File: src/pfs_pkg.sv
// Purpose: Constants for the port 1 / port 2 pin function select block
// Assumes: 32-bit AXI4-Lite register window, byte addressed
// Notes:   Offsets are byte addresses from the system control base
package pfs_pkg;

  // Register window
  localparam int          ADDR_W              = 12;
  localparam logic [11:0] PORT1_CTRL_OFFSET   = 12'h034;
  localparam logic [11:0] PORT2_CTRL_OFFSET   = 12'h038;
  localparam logic [31:0] PORT1_CTRL_RESET    = 32'h0000_0000;
  localparam logic [31:0] PORT2_CTRL_RESET    = 32'h0000_0000;

  // Implemented bits; everything else is reserved and reads zero
  localparam logic [31:0] PORT1_CTRL_MASK     = 32'h00ff_00ff;
  localparam logic [31:0] PORT2_CTRL_MASK     = 32'h00ff_f1ff;

  // Field positions
  localparam int          SEL_LSB             = 0;
  localparam int          ALT_LSB             = 8;
  localparam int          SCHMITT_LSB         = 16;
  localparam int          P1_BRAKE1_PIN       = 7;
  localparam int          P1_BRAKE0_PIN       = 6;
  localparam int          P1_PWM_PINS         = 6;
  localparam int          PORT2_ALTERNATE_SELECT_PIN7         = 15;
  localparam int          P2_SEL_PIN7         = 7;

  // Bus responses
  localparam logic [1:0]  RESP_OKAY           = 2'h0;
  localparam logic [1:0]  RESP_SLVERR         = 2'h2;

  // Port 2 pin 7 function
  typedef enum logic [1:0] {
    PFS_P27_GPIO,
    PFS_P27_SPI_SCLK,
    PFS_P27_UART_RTS
  } pfs_p27_func_t;

endpackage : pfs_pkg

File: src/pfs_pin_select.sv
// Purpose: Function select for port 1 pins and port 2 pin 7; Schmitt enable for ports 1 and 2
// Assumes: AXI4-Lite master keeps valid/payload stable until ready
// Notes:   Pin routing is registered, so a change lands one cycle late
//
// Notes on behaviour
// - Port 1 Schmitt enable for pin m follows control bit m+16.
// - Port 1 pin 7 is GPIO at select 0, PWM unit 1 brake 0 at 1.
// - Port 1 pin 6 is GPIO at select 0, PWM unit 0 brake 0 at 1.
// - Port 1 pins 0 to 5 are GPIO at 0, PWM unit 1 channel n at 1.
// - Port 2 Schmitt enable for pin m follows bits 23 down to 16.
// - Port 2 alternate bits 15,14,13,12,8 pair with pins 7,6,5,4,0.
// - Port 2 pin 7: 00 GPIO, 10 SPI 0 clock, 11 UART 1 RTS.
// - Port 1 control at 0x34, read/write, resets to zero.
// - Port 2 control at 0x38, read/write, resets to zero.
`timescale 1ns/10ps

module pfs_pin_select (
  // Clock and reset
  input  wire logic        clk_in,
  input  wire logic        rst_n_in,
  // AXI4-Lite write address
  input  wire logic [11:0] s_axi_awaddr_in,
  input  wire logic        s_axi_awvalid_in,
  output logic             s_axi_awready_out,
  // AXI4-Lite write data
  input  wire logic [31:0] s_axi_wdata_in,
  input  wire logic [3:0]  s_axi_wstrb_in,
  input  wire logic        s_axi_wvalid_in,
  output logic             s_axi_wready_out,
  // AXI4-Lite write response
  output logic [1:0]       s_axi_bresp_out,
  output logic             s_axi_bvalid_out,
  input  wire logic        s_axi_bready_in,
  // AXI4-Lite read address
  input  wire logic [11:0] s_axi_araddr_in,
  input  wire logic        s_axi_arvalid_in,
  output logic             s_axi_arready_out,
  // AXI4-Lite read data
  output logic [31:0]      s_axi_rdata_out,
  output logic [1:0]       s_axi_rresp_out,
  output logic             s_axi_rvalid_out,
  input  wire logic        s_axi_rready_in,
  // Port 1 pins
  input  wire logic [7:0]  port1_pin_in,
  output logic [7:0]       port1_pin_out,
  output logic [7:0]       port1_pin_oe_out,
  output logic [7:0]       port1_schmitt_enable_out,
  // Port 2 pins
  input  wire logic [7:0]  port2_pin_in,
  output logic [7:0]       port2_pin_out,
  output logic [7:0]       port2_pin_oe_out,
  output logic [7:0]       port2_schmitt_enable_out,
  // GPIO controller side
  input  wire logic [7:0]  gpio_port1_out_in,
  input  wire logic [7:0]  gpio_port1_oe_in,
  input  wire logic [7:0]  gpio_port2_out_in,
  input  wire logic [7:0]  gpio_port2_oe_in,
  output logic [7:0]       gpio_port1_pin_out,
  output logic [7:0]       gpio_port2_pin_out,
  // PWM units
  input  wire logic [5:0]  pwm_unit1_out_in,
  output logic             pwm_unit1_brake_in0_out,
  output logic             pwm_unit0_brake_in0_out,
  // SPI unit 0 clock
  input  wire logic        serial_periph0_sclk_in,
  input  wire logic        serial_periph0_sclk_oe_in,
  output logic             serial_periph0_sclk_out,
  // UART unit 1
  input  wire logic        uart_unit1_rts_out_in,
  // Decoded selections
  output logic [7:0]       port1_function_select_out,
  output logic [1:0]       port2_pin7_function_out
);

  typedef struct packed {
    logic                   aw_have;
    logic [11:0]            aw_addr;
    logic                   w_have;
    logic [31:0]            w_data;
    logic [3:0]             w_strb;
    logic                   awready;
    logic                   wready;
    logic                   bvalid;
    logic [1:0]             bresp;
    logic                   arready;
    logic                   rvalid;
    logic [31:0]            rdata;
    logic [1:0]             rresp;
    logic [31:0]            port1_ctrl;
    logic [31:0]            port2_ctrl;
    logic [7:0]             p1_out;
    logic [7:0]             p1_oe;
    logic [7:0]             p2_out;
    logic [7:0]             p2_oe;
    logic [7:0]             gpio_p1;
    logic [7:0]             gpio_p2;
    logic                   brake1;
    logic                   brake0;
    logic                   sclk;
    pfs_pkg::pfs_p27_func_t p27;
  } pfs_state_t;

  pfs_state_t state_q;
  pfs_state_t state_d;

  // Masking here keeps reserved bits at zero whatever the strobes say
  // Byte-lane merge; only implemented bits take the new value
  function automatic logic [31:0] pfs_merge(
    input logic [31:0] old_val,
    input logic [31:0] new_val,
    input logic [3:0]  strb,
    input logic [31:0] mask
  );
    logic [31:0] lane;
    lane = {{8{strb[3]}}, {8{strb[2]}}, {8{strb[1]}}, {8{strb[0]}}};
    pfs_merge = ((old_val & ~lane) | (new_val & lane)) & mask;
  endfunction : pfs_merge

  logic [7:0]             p1_sel;
  logic [7:0]             p2_sel;
  logic [7:0]             port2_alternate_select;
  logic                   wr_fire;
  logic                   rd_fire;
  pfs_pkg::pfs_p27_func_t p27_func;

  always_comb
  begin
    state_d = state_q;
    p1_sel  = state_q.port1_ctrl[pfs_pkg::SEL_LSB +: 8];
    p2_sel  = state_q.port2_ctrl[pfs_pkg::SEL_LSB +: 8];
    port2_alternate_select  = state_q.port2_ctrl[pfs_pkg::ALT_LSB +: 8];

    // Address and data are caught independently, in either order
    if (s_axi_awvalid_in && state_q.awready)
    begin
      state_d.aw_have = 1'b1;
      state_d.aw_addr = s_axi_awaddr_in;
    end
    if (s_axi_wvalid_in && state_q.wready)
    begin
      state_d.w_have = 1'b1;
      state_d.w_data = s_axi_wdata_in;
      state_d.w_strb = s_axi_wstrb_in;
    end

    // Response goes out once both halves are held
    wr_fire = state_q.aw_have && state_q.w_have && !state_q.bvalid;
    if (wr_fire)
    begin
      state_d.aw_have = 1'b0;
      state_d.w_have  = 1'b0;
      state_d.bvalid  = 1'b1;
      state_d.bresp   = pfs_pkg::RESP_OKAY;
      // Unmapped offsets answer SLVERR and leave both registers alone
      case ({state_q.aw_addr[11:2], 2'b00})
        pfs_pkg::PORT1_CTRL_OFFSET:
        begin
          state_d.port1_ctrl = pfs_merge(state_q.port1_ctrl, state_q.w_data,
                                         state_q.w_strb,
                                         pfs_pkg::PORT1_CTRL_MASK);
        end
        pfs_pkg::PORT2_CTRL_OFFSET:
        begin
          state_d.port2_ctrl = pfs_merge(state_q.port2_ctrl, state_q.w_data,
                                         state_q.w_strb,
                                         pfs_pkg::PORT2_CTRL_MASK);
        end
        default:
        begin
          state_d.bresp = pfs_pkg::RESP_SLVERR;
        end
      endcase
    end
    else if (state_q.bvalid && s_axi_bready_in)
    begin
      state_d.bvalid = 1'b0;
    end

    // Ready drops while a half is held, so nothing is overwritten
    state_d.awready = !state_d.aw_have && !state_d.bvalid;
    state_d.wready  = !state_d.w_have && !state_d.bvalid;

    // Read channel: one read outstanding at a time
    // Answer stands from the same edge that takes the address
    rd_fire = s_axi_arvalid_in && state_q.arready;
    if (rd_fire)
    begin
      state_d.rvalid = 1'b1;
      state_d.rresp  = pfs_pkg::RESP_OKAY;
      case ({s_axi_araddr_in[11:2], 2'b00})
        pfs_pkg::PORT1_CTRL_OFFSET:
        begin
          state_d.rdata = state_q.port1_ctrl & pfs_pkg::PORT1_CTRL_MASK;
        end
        pfs_pkg::PORT2_CTRL_OFFSET:
        begin
          state_d.rdata = state_q.port2_ctrl & pfs_pkg::PORT2_CTRL_MASK;
        end
        default:
        begin
          state_d.rdata = 32'h0000_0000;
          state_d.rresp = pfs_pkg::RESP_SLVERR;
        end
      endcase
    end
    else if (state_q.rvalid && s_axi_rready_in)
    begin
      state_d.rvalid = 1'b0;
    end
    // Address is refused while an answer stands
    state_d.arready = !state_d.rvalid;

    // Port 1 default: GPIO on every pin
    state_d.p1_out  = gpio_port1_out_in;
    state_d.p1_oe   = gpio_port1_oe_in;
    state_d.gpio_p1 = port1_pin_in;

    // PWM unit 1 channels drive pins 0 to 5
    for (int n = 0; n < pfs_pkg::P1_PWM_PINS; n++)
    begin
      if (p1_sel[n])
      begin
        state_d.p1_out[n] = pwm_unit1_out_in[n];
        state_d.p1_oe[n]  = 1'b1;
      end
    end

    // Brake pins are inputs; pad released, brake idles low when unrouted
    // Driving a brake pad would fight the external fault source
    state_d.brake1 = 1'b0;
    state_d.brake0 = 1'b0;
    if (p1_sel[pfs_pkg::P1_BRAKE1_PIN])
    begin
      state_d.p1_oe[pfs_pkg::P1_BRAKE1_PIN] = 1'b0;
      state_d.brake1 = port1_pin_in[pfs_pkg::P1_BRAKE1_PIN];
    end
    if (p1_sel[pfs_pkg::P1_BRAKE0_PIN])
    begin
      state_d.p1_oe[pfs_pkg::P1_BRAKE0_PIN] = 1'b0;
      state_d.brake0 = port1_pin_in[pfs_pkg::P1_BRAKE0_PIN];
    end

    // Port 2: pins 6 to 0 stay GPIO here
    // Their select bits are stored and read back but route nothing
    state_d.p2_out  = gpio_port2_out_in;
    state_d.p2_oe   = gpio_port2_oe_in;
    state_d.gpio_p2 = port2_pin_in;

    // Pin 7 is chosen by its alternate and select bits together
    case ({port2_alternate_select[pfs_pkg::PORT2_ALTERNATE_SELECT_PIN7 - pfs_pkg::ALT_LSB],
           p2_sel[pfs_pkg::P2_SEL_PIN7]})
      2'b10:   p27_func = pfs_pkg::PFS_P27_SPI_SCLK;
      2'b11:   p27_func = pfs_pkg::PFS_P27_UART_RTS;
      // Pair 01 has no function; GPIO keeps a stray write harmless
      2'b01:   p27_func = pfs_pkg::PFS_P27_GPIO;
      default: p27_func = pfs_pkg::PFS_P27_GPIO;
    endcase
    state_d.p27  = p27_func;
    state_d.sclk = 1'b0;

    case (p27_func)
      pfs_pkg::PFS_P27_SPI_SCLK:
      begin
        // Clock is two-way: master drives, slave listens
        state_d.p2_out[7] = serial_periph0_sclk_in;
        state_d.p2_oe[7]  = serial_periph0_sclk_oe_in;
        state_d.sclk      = port2_pin_in[7];
      end
      pfs_pkg::PFS_P27_UART_RTS:
      begin
        // RTS is output only, so the pad is always driven
        state_d.p2_out[7] = uart_unit1_rts_out_in;
        state_d.p2_oe[7]  = 1'b1;
      end
      pfs_pkg::PFS_P27_GPIO:
      begin
        state_d.p2_out[7] = gpio_port2_out_in[7];
        state_d.p2_oe[7]  = gpio_port2_oe_in[7];
      end
      default:
      begin
        state_d.p2_oe[7] = 1'b0;
      end
    endcase
  end

  // Readies come up high so the first request after reset is taken at once
  always_ff @(posedge clk_in or negedge rst_n_in)
  begin
    if (!rst_n_in)
    begin
      state_q            <= '0;
      state_q.port1_ctrl <= pfs_pkg::PORT1_CTRL_RESET;
      state_q.port2_ctrl <= pfs_pkg::PORT2_CTRL_RESET;
      state_q.awready    <= 1'b1;
      state_q.wready     <= 1'b1;
      state_q.arready    <= 1'b1;
      state_q.p27        <= pfs_pkg::PFS_P27_GPIO;
    end
    else
    begin
      state_q <= state_d;
    end
  end

  // Bus outputs
  assign s_axi_awready_out = state_q.awready;
  assign s_axi_wready_out  = state_q.wready;
  assign s_axi_bvalid_out  = state_q.bvalid;
  assign s_axi_bresp_out   = state_q.bresp;
  assign s_axi_arready_out = state_q.arready;
  assign s_axi_rvalid_out  = state_q.rvalid;
  assign s_axi_rdata_out   = state_q.rdata;
  assign s_axi_rresp_out   = state_q.rresp;

  // Schmitt enables come straight from the control bits
  assign port1_schmitt_enable_out =
    state_q.port1_ctrl[pfs_pkg::SCHMITT_LSB +: 8];
  assign port2_schmitt_enable_out =
    state_q.port2_ctrl[pfs_pkg::SCHMITT_LSB +: 8];

  // Pin side
  assign port1_pin_out           = state_q.p1_out;
  assign port1_pin_oe_out        = state_q.p1_oe;
  assign port2_pin_out           = state_q.p2_out;
  assign port2_pin_oe_out        = state_q.p2_oe;
  assign gpio_port1_pin_out      = state_q.gpio_p1;
  assign gpio_port2_pin_out      = state_q.gpio_p2;
  assign pwm_unit1_brake_in0_out = state_q.brake1;
  assign pwm_unit0_brake_in0_out = state_q.brake0;
  assign serial_periph0_sclk_out = state_q.sclk;

  // Decoded view for debug and the GPIO block
  assign port1_function_select_out = state_q.port1_ctrl[pfs_pkg::SEL_LSB +: 8];
  assign port2_pin7_function_out   = state_q.p27;

endmodule : pfs_pin_select

File: config.mk
export PLATFORM = sky130hd
export DESIGN_NAME = pfs_pin_select
export DESIGN_NICKNAME = d
export VERILOG_FILES = /design/src/pfs_pkg.sv /design/src/pfs_pin_select.sv
export SDC_FILE = /design/constraint.sdc
export NUM_CORES = 1
export LEC_CHECK = 0
export ABC_AREA = 1
export BUFFER_PORTS_ARGS = -buffer_cell sky130_fd_sc_hd__clkbuf_2
export CAP_MARGIN = 20
export CORE_MARGIN = 3
export CORE_UTILIZATION = 50
export DETAILED_ROUTE_END_ITERATION = 6
export GPL_ROUTABILITY_DRIVEN = 0
export HOLD_SLACK_MARGIN = 0.02
export PLACE_DENSITY = 0.8
export SYNTH_ARGS = -nofsm -noshare
export SYNTH_HDL_FRONTEND = slang
export SYNTH_SLANG_ARGS = --single-unit
File: constraint.sdc
create_clock -name clk_in -period 2.9 [get_ports clk_in]
set_clock_uncertainty 0.2 [all_clocks]
set_input_delay 0.58 -clock clk_in [delete_from_list [all_inputs] [get_ports clk_in]]
set_output_delay 0.58 -clock clk_in [all_outputs]
set_load 0.005 [all_outputs]
==> summary.md <==
| Metric | Value |
|---|---|
| Total core area | around 13000 um2 |
| IO buf count | 212 |
| Top cell type's share of synthesized area | roughly 56% |
| Largest family of logic cells by synthesized area | simple AND/OR/NAND/NOR gates |
| Multiplexer area fraction after synthesis | under 10% |
| Yosys warns | 0 |
| Die area | approximately 15000 um2 |
| Top-count cell post-synth | nand2_1 |
| VDD IR max | 446 uV |
| R2r setup slk | a little over 1 ns |
| Pleak | 4.43 nW |
| Final WL | 14.1 mm |
| Top post-synthesis cells by area | dfrtp_1 56%, nand2_1 14%, buf_4 13% |
| Share of post-route cells with drive strength above 1 | around a third |
| Final Hold Slack | 0.0712 ns |
| Final Hold Vio Count | 0 |
| DR WL/cell | 14.0 um |
| Vias in the first global route | ~4500 |
| Remaining Overflow, GRT | 0 |
| R2R depth | 6 |
| Crit path max fanout | 20 |
| Setup TNS | 0 ns |
| DR vias | 4767 |
| DR vias/cell | 4.73 |
| Diode count | 0 |
| Total track usage | around a fifth |
| Final worst path period need | 1.86 ns |
| Power per cell area | 733 nW/um2 |
| Top_reg_cell synth | dfrtp_1 |
| Hold Path Sink | port2_pin_out[3]$_DFF_PN0_ |
| Max Freq | 538 MHz |
| PnR Total Power | 0.00572 W |
| FF-to-FF Start | state_q[206]$_DFFE_PN0P_ |
| Die Ht | 122 um |
| Synth Area in Compound Gates | 0.950% |
| Asr flop ratio synth | 100% |
| Worst EP required | about 3.0 ns |
| Worst Hold Depth | 1 |
| Number of synthesized flops with an enable pin | 0 |
| Distinct cells, synth | 24 |
| Slew Limit Fails | 0 |
| Longest Clk Path Bufs | 2 |
| Clk_lat worst skew | 0.41 ns |
| Post-synthesis sequential area ratio | 57.4% |
| RSZ-0062 raised after global routing | false |
| CTS sink count | 154 |
| Max_slew headroom | 53.6% |
| DP HPWL | 10.6 mm |
| Synthesized cell area | 6720 um2 |
| Crit. End Element | register |
| Crit share post-route | 64.1% |
| Layout Utilization | 60.6% |
| Detailed Route Iter0 Violations | 342 |
| Synth-to-layout area growth | 16.1% |
| Die width | 122 um |
| Hold Startpoint | gpio_port2_out_in[3] |
| Drc violations | 0 |
| CTS tree | done |
| Post-Synth Simple-Gate Area | 24.5% |
| Post-Synthesis Cells | 706 |
| #FFs+latches synth | 154 |
| Final setup viols | 0 |
| Nets | 947 |
| First-pass GRT wire length | 22.6 mm |
| Hold crit path type | input pin to register |
| IO Pins | 242 |
| Antenna violations before repair | 0 |
| Largest net degree at the start of global routing | 56 |
| Worst setup path class | register to register |
| Worst Tran Pin Value | 0.695 ns |
| WP data arrival | between 1.5 and 2 ns |
| Yosys top cell by area | dfrtp_1 |
| Post-Synth Adder-Cell Area | 0% |
| Site Rows | 41 |
| Post-CTS setup buffer count | 0 |
| Clock buffer count from CTS | 17 |
| Clock slew at reported path FFs | around 0.060 ns |
| Post-synth top cells | 257 x nand2_1, 151 x dfrtp_1, 114 x buf_4 |
| Status | complete, no violations |
| Detailed Routing Iterations Pass 1 | 4 |
| Max-Cap Viols | 0 |
| H-tree level count | 4 |
| Xor/xnor share of the synthesized area | 0% |
| CTS resizes | 0 |
| Root Buffer | clkbuf_16 |
| Synth Area per Inst | 9.51 um2 |
| Antenna-violating nets left | 0 |
| Crit start category | register |
| Initial Utilization | 52.2% |
## through the flow
| stage | std cells | instance area (um2) | setup WS, ns |
|---|---|---|---|
| after floorplan | 718 | 6760 | 1.29 |
| after global placement | 975 | 7190 | 0.830 |
| after detailed placement | 975 | 7190 | 0.813 |
| after CTS | 1008 | 7800 | 1.01 |
| after global routing | 1008 | 7800 | 0.846 |
| final | 1008 | 7800 | 1.04 |
## cell usage in the layout, fill, tap and decap left out, types with 8 or more instances in the layout
| master | n |
|---|---|
| buf_4 | 9 |
| dfrtp_1 | 151 |
| nand2_1 | 257 |
| nand3_1 | 10 |
| inv_1 | 29 |
| clkbuf_16 | 17 |
| o21ai_0 | 9 |
| clkbuf_2 | 211 |
| conb_1 | 13 |
| nand4_1 | 70 |
| nor2_1 | 8 |
## worst max path at each step
| stage | startpoint | end | slack (ns) | depth (start not counted) |
|---|---|---|---|---|
| floorplan | s_axi_araddr_in[4] | s_axi_rresp_out[1]$_DFFE_PN0P_ | 1.29 | 6 |
| global placement | s_axi_araddr_in[4] | s_axi_rdata_out[8]$_DFFE_PN0P_ | 0.83 | 7 |
| detailed placement | s_axi_araddr_in[5] | s_axi_rdata_out[13]$_DFFE_PN0P_ | 0.81 | 7 |
| CTS | s_axi_arready_out$_DFF_PN1_ | s_axi_rresp_out[1]$_DFFE_PN0P_ | 1.01 | 5 |
| global route | state_q[206]$_DFFE_PN0P_ | register | 0.85 | 6 |
| finish | state_q[206]$_DFFE_PN0P_ | register | 1.04 | 6 |
## critical path, cell delays in order, from the launching register on
cell     delay [ns]
dfrtp_1        0.39
nor2_1         0.12
nand3_1        0.12
nor2_4         0.42
nand3_2        0.29
nand2_1        0.14
nand2_1        0.06
## report_power, final
| group | switching, W | internal, W |
|---|---|---|
| sequential | 0.000276 | 0.00247 |
| combinational | 0.000467 | 0.000286 |
| clock | 0.000824 | 0.00139 |
## repair_timing
action / CTS / global route
endpoints found under the setup margin: 0 / 0
endpoints found under the hold margin: 50 / 0
hold buffers: 1 / 0
## layer usage
metal	wire [um]	global-route usage [%]	up-vias	part of all wire [%]
met1	6180	25.5	2212	44
met5	0	0	-	0
met2	6820	31.3	158	48
met4	214	7.28	0	1.5
met3	861	5.15	19	6.1
li1	-	-	2378	-
## layout make-up
cell class | instances | area [um2]
well taps | 172 | 215
clock buffers | 20 | 457
repair buffers | 224 | 1180
inverters | 30 | 113
multi-input cells | 396 | 1830
clock inverters | 12 | 148
flip-flops and latches | 154 | 3860
fillers | 1138 | 5080
## cells by family (layout without fill, tap and decap cells)
kind of cell | Yosys count | in the layout
DFF | 154 | 154
buffers and inverters | 168 | 286
and+or+nand+nor | 365 | 365
AOI/OAI and AO/OA | 12 | 12
muxes | 6 | 6
other | 1 | 13
Note: power is estimated with default switching activity, not from simulation.
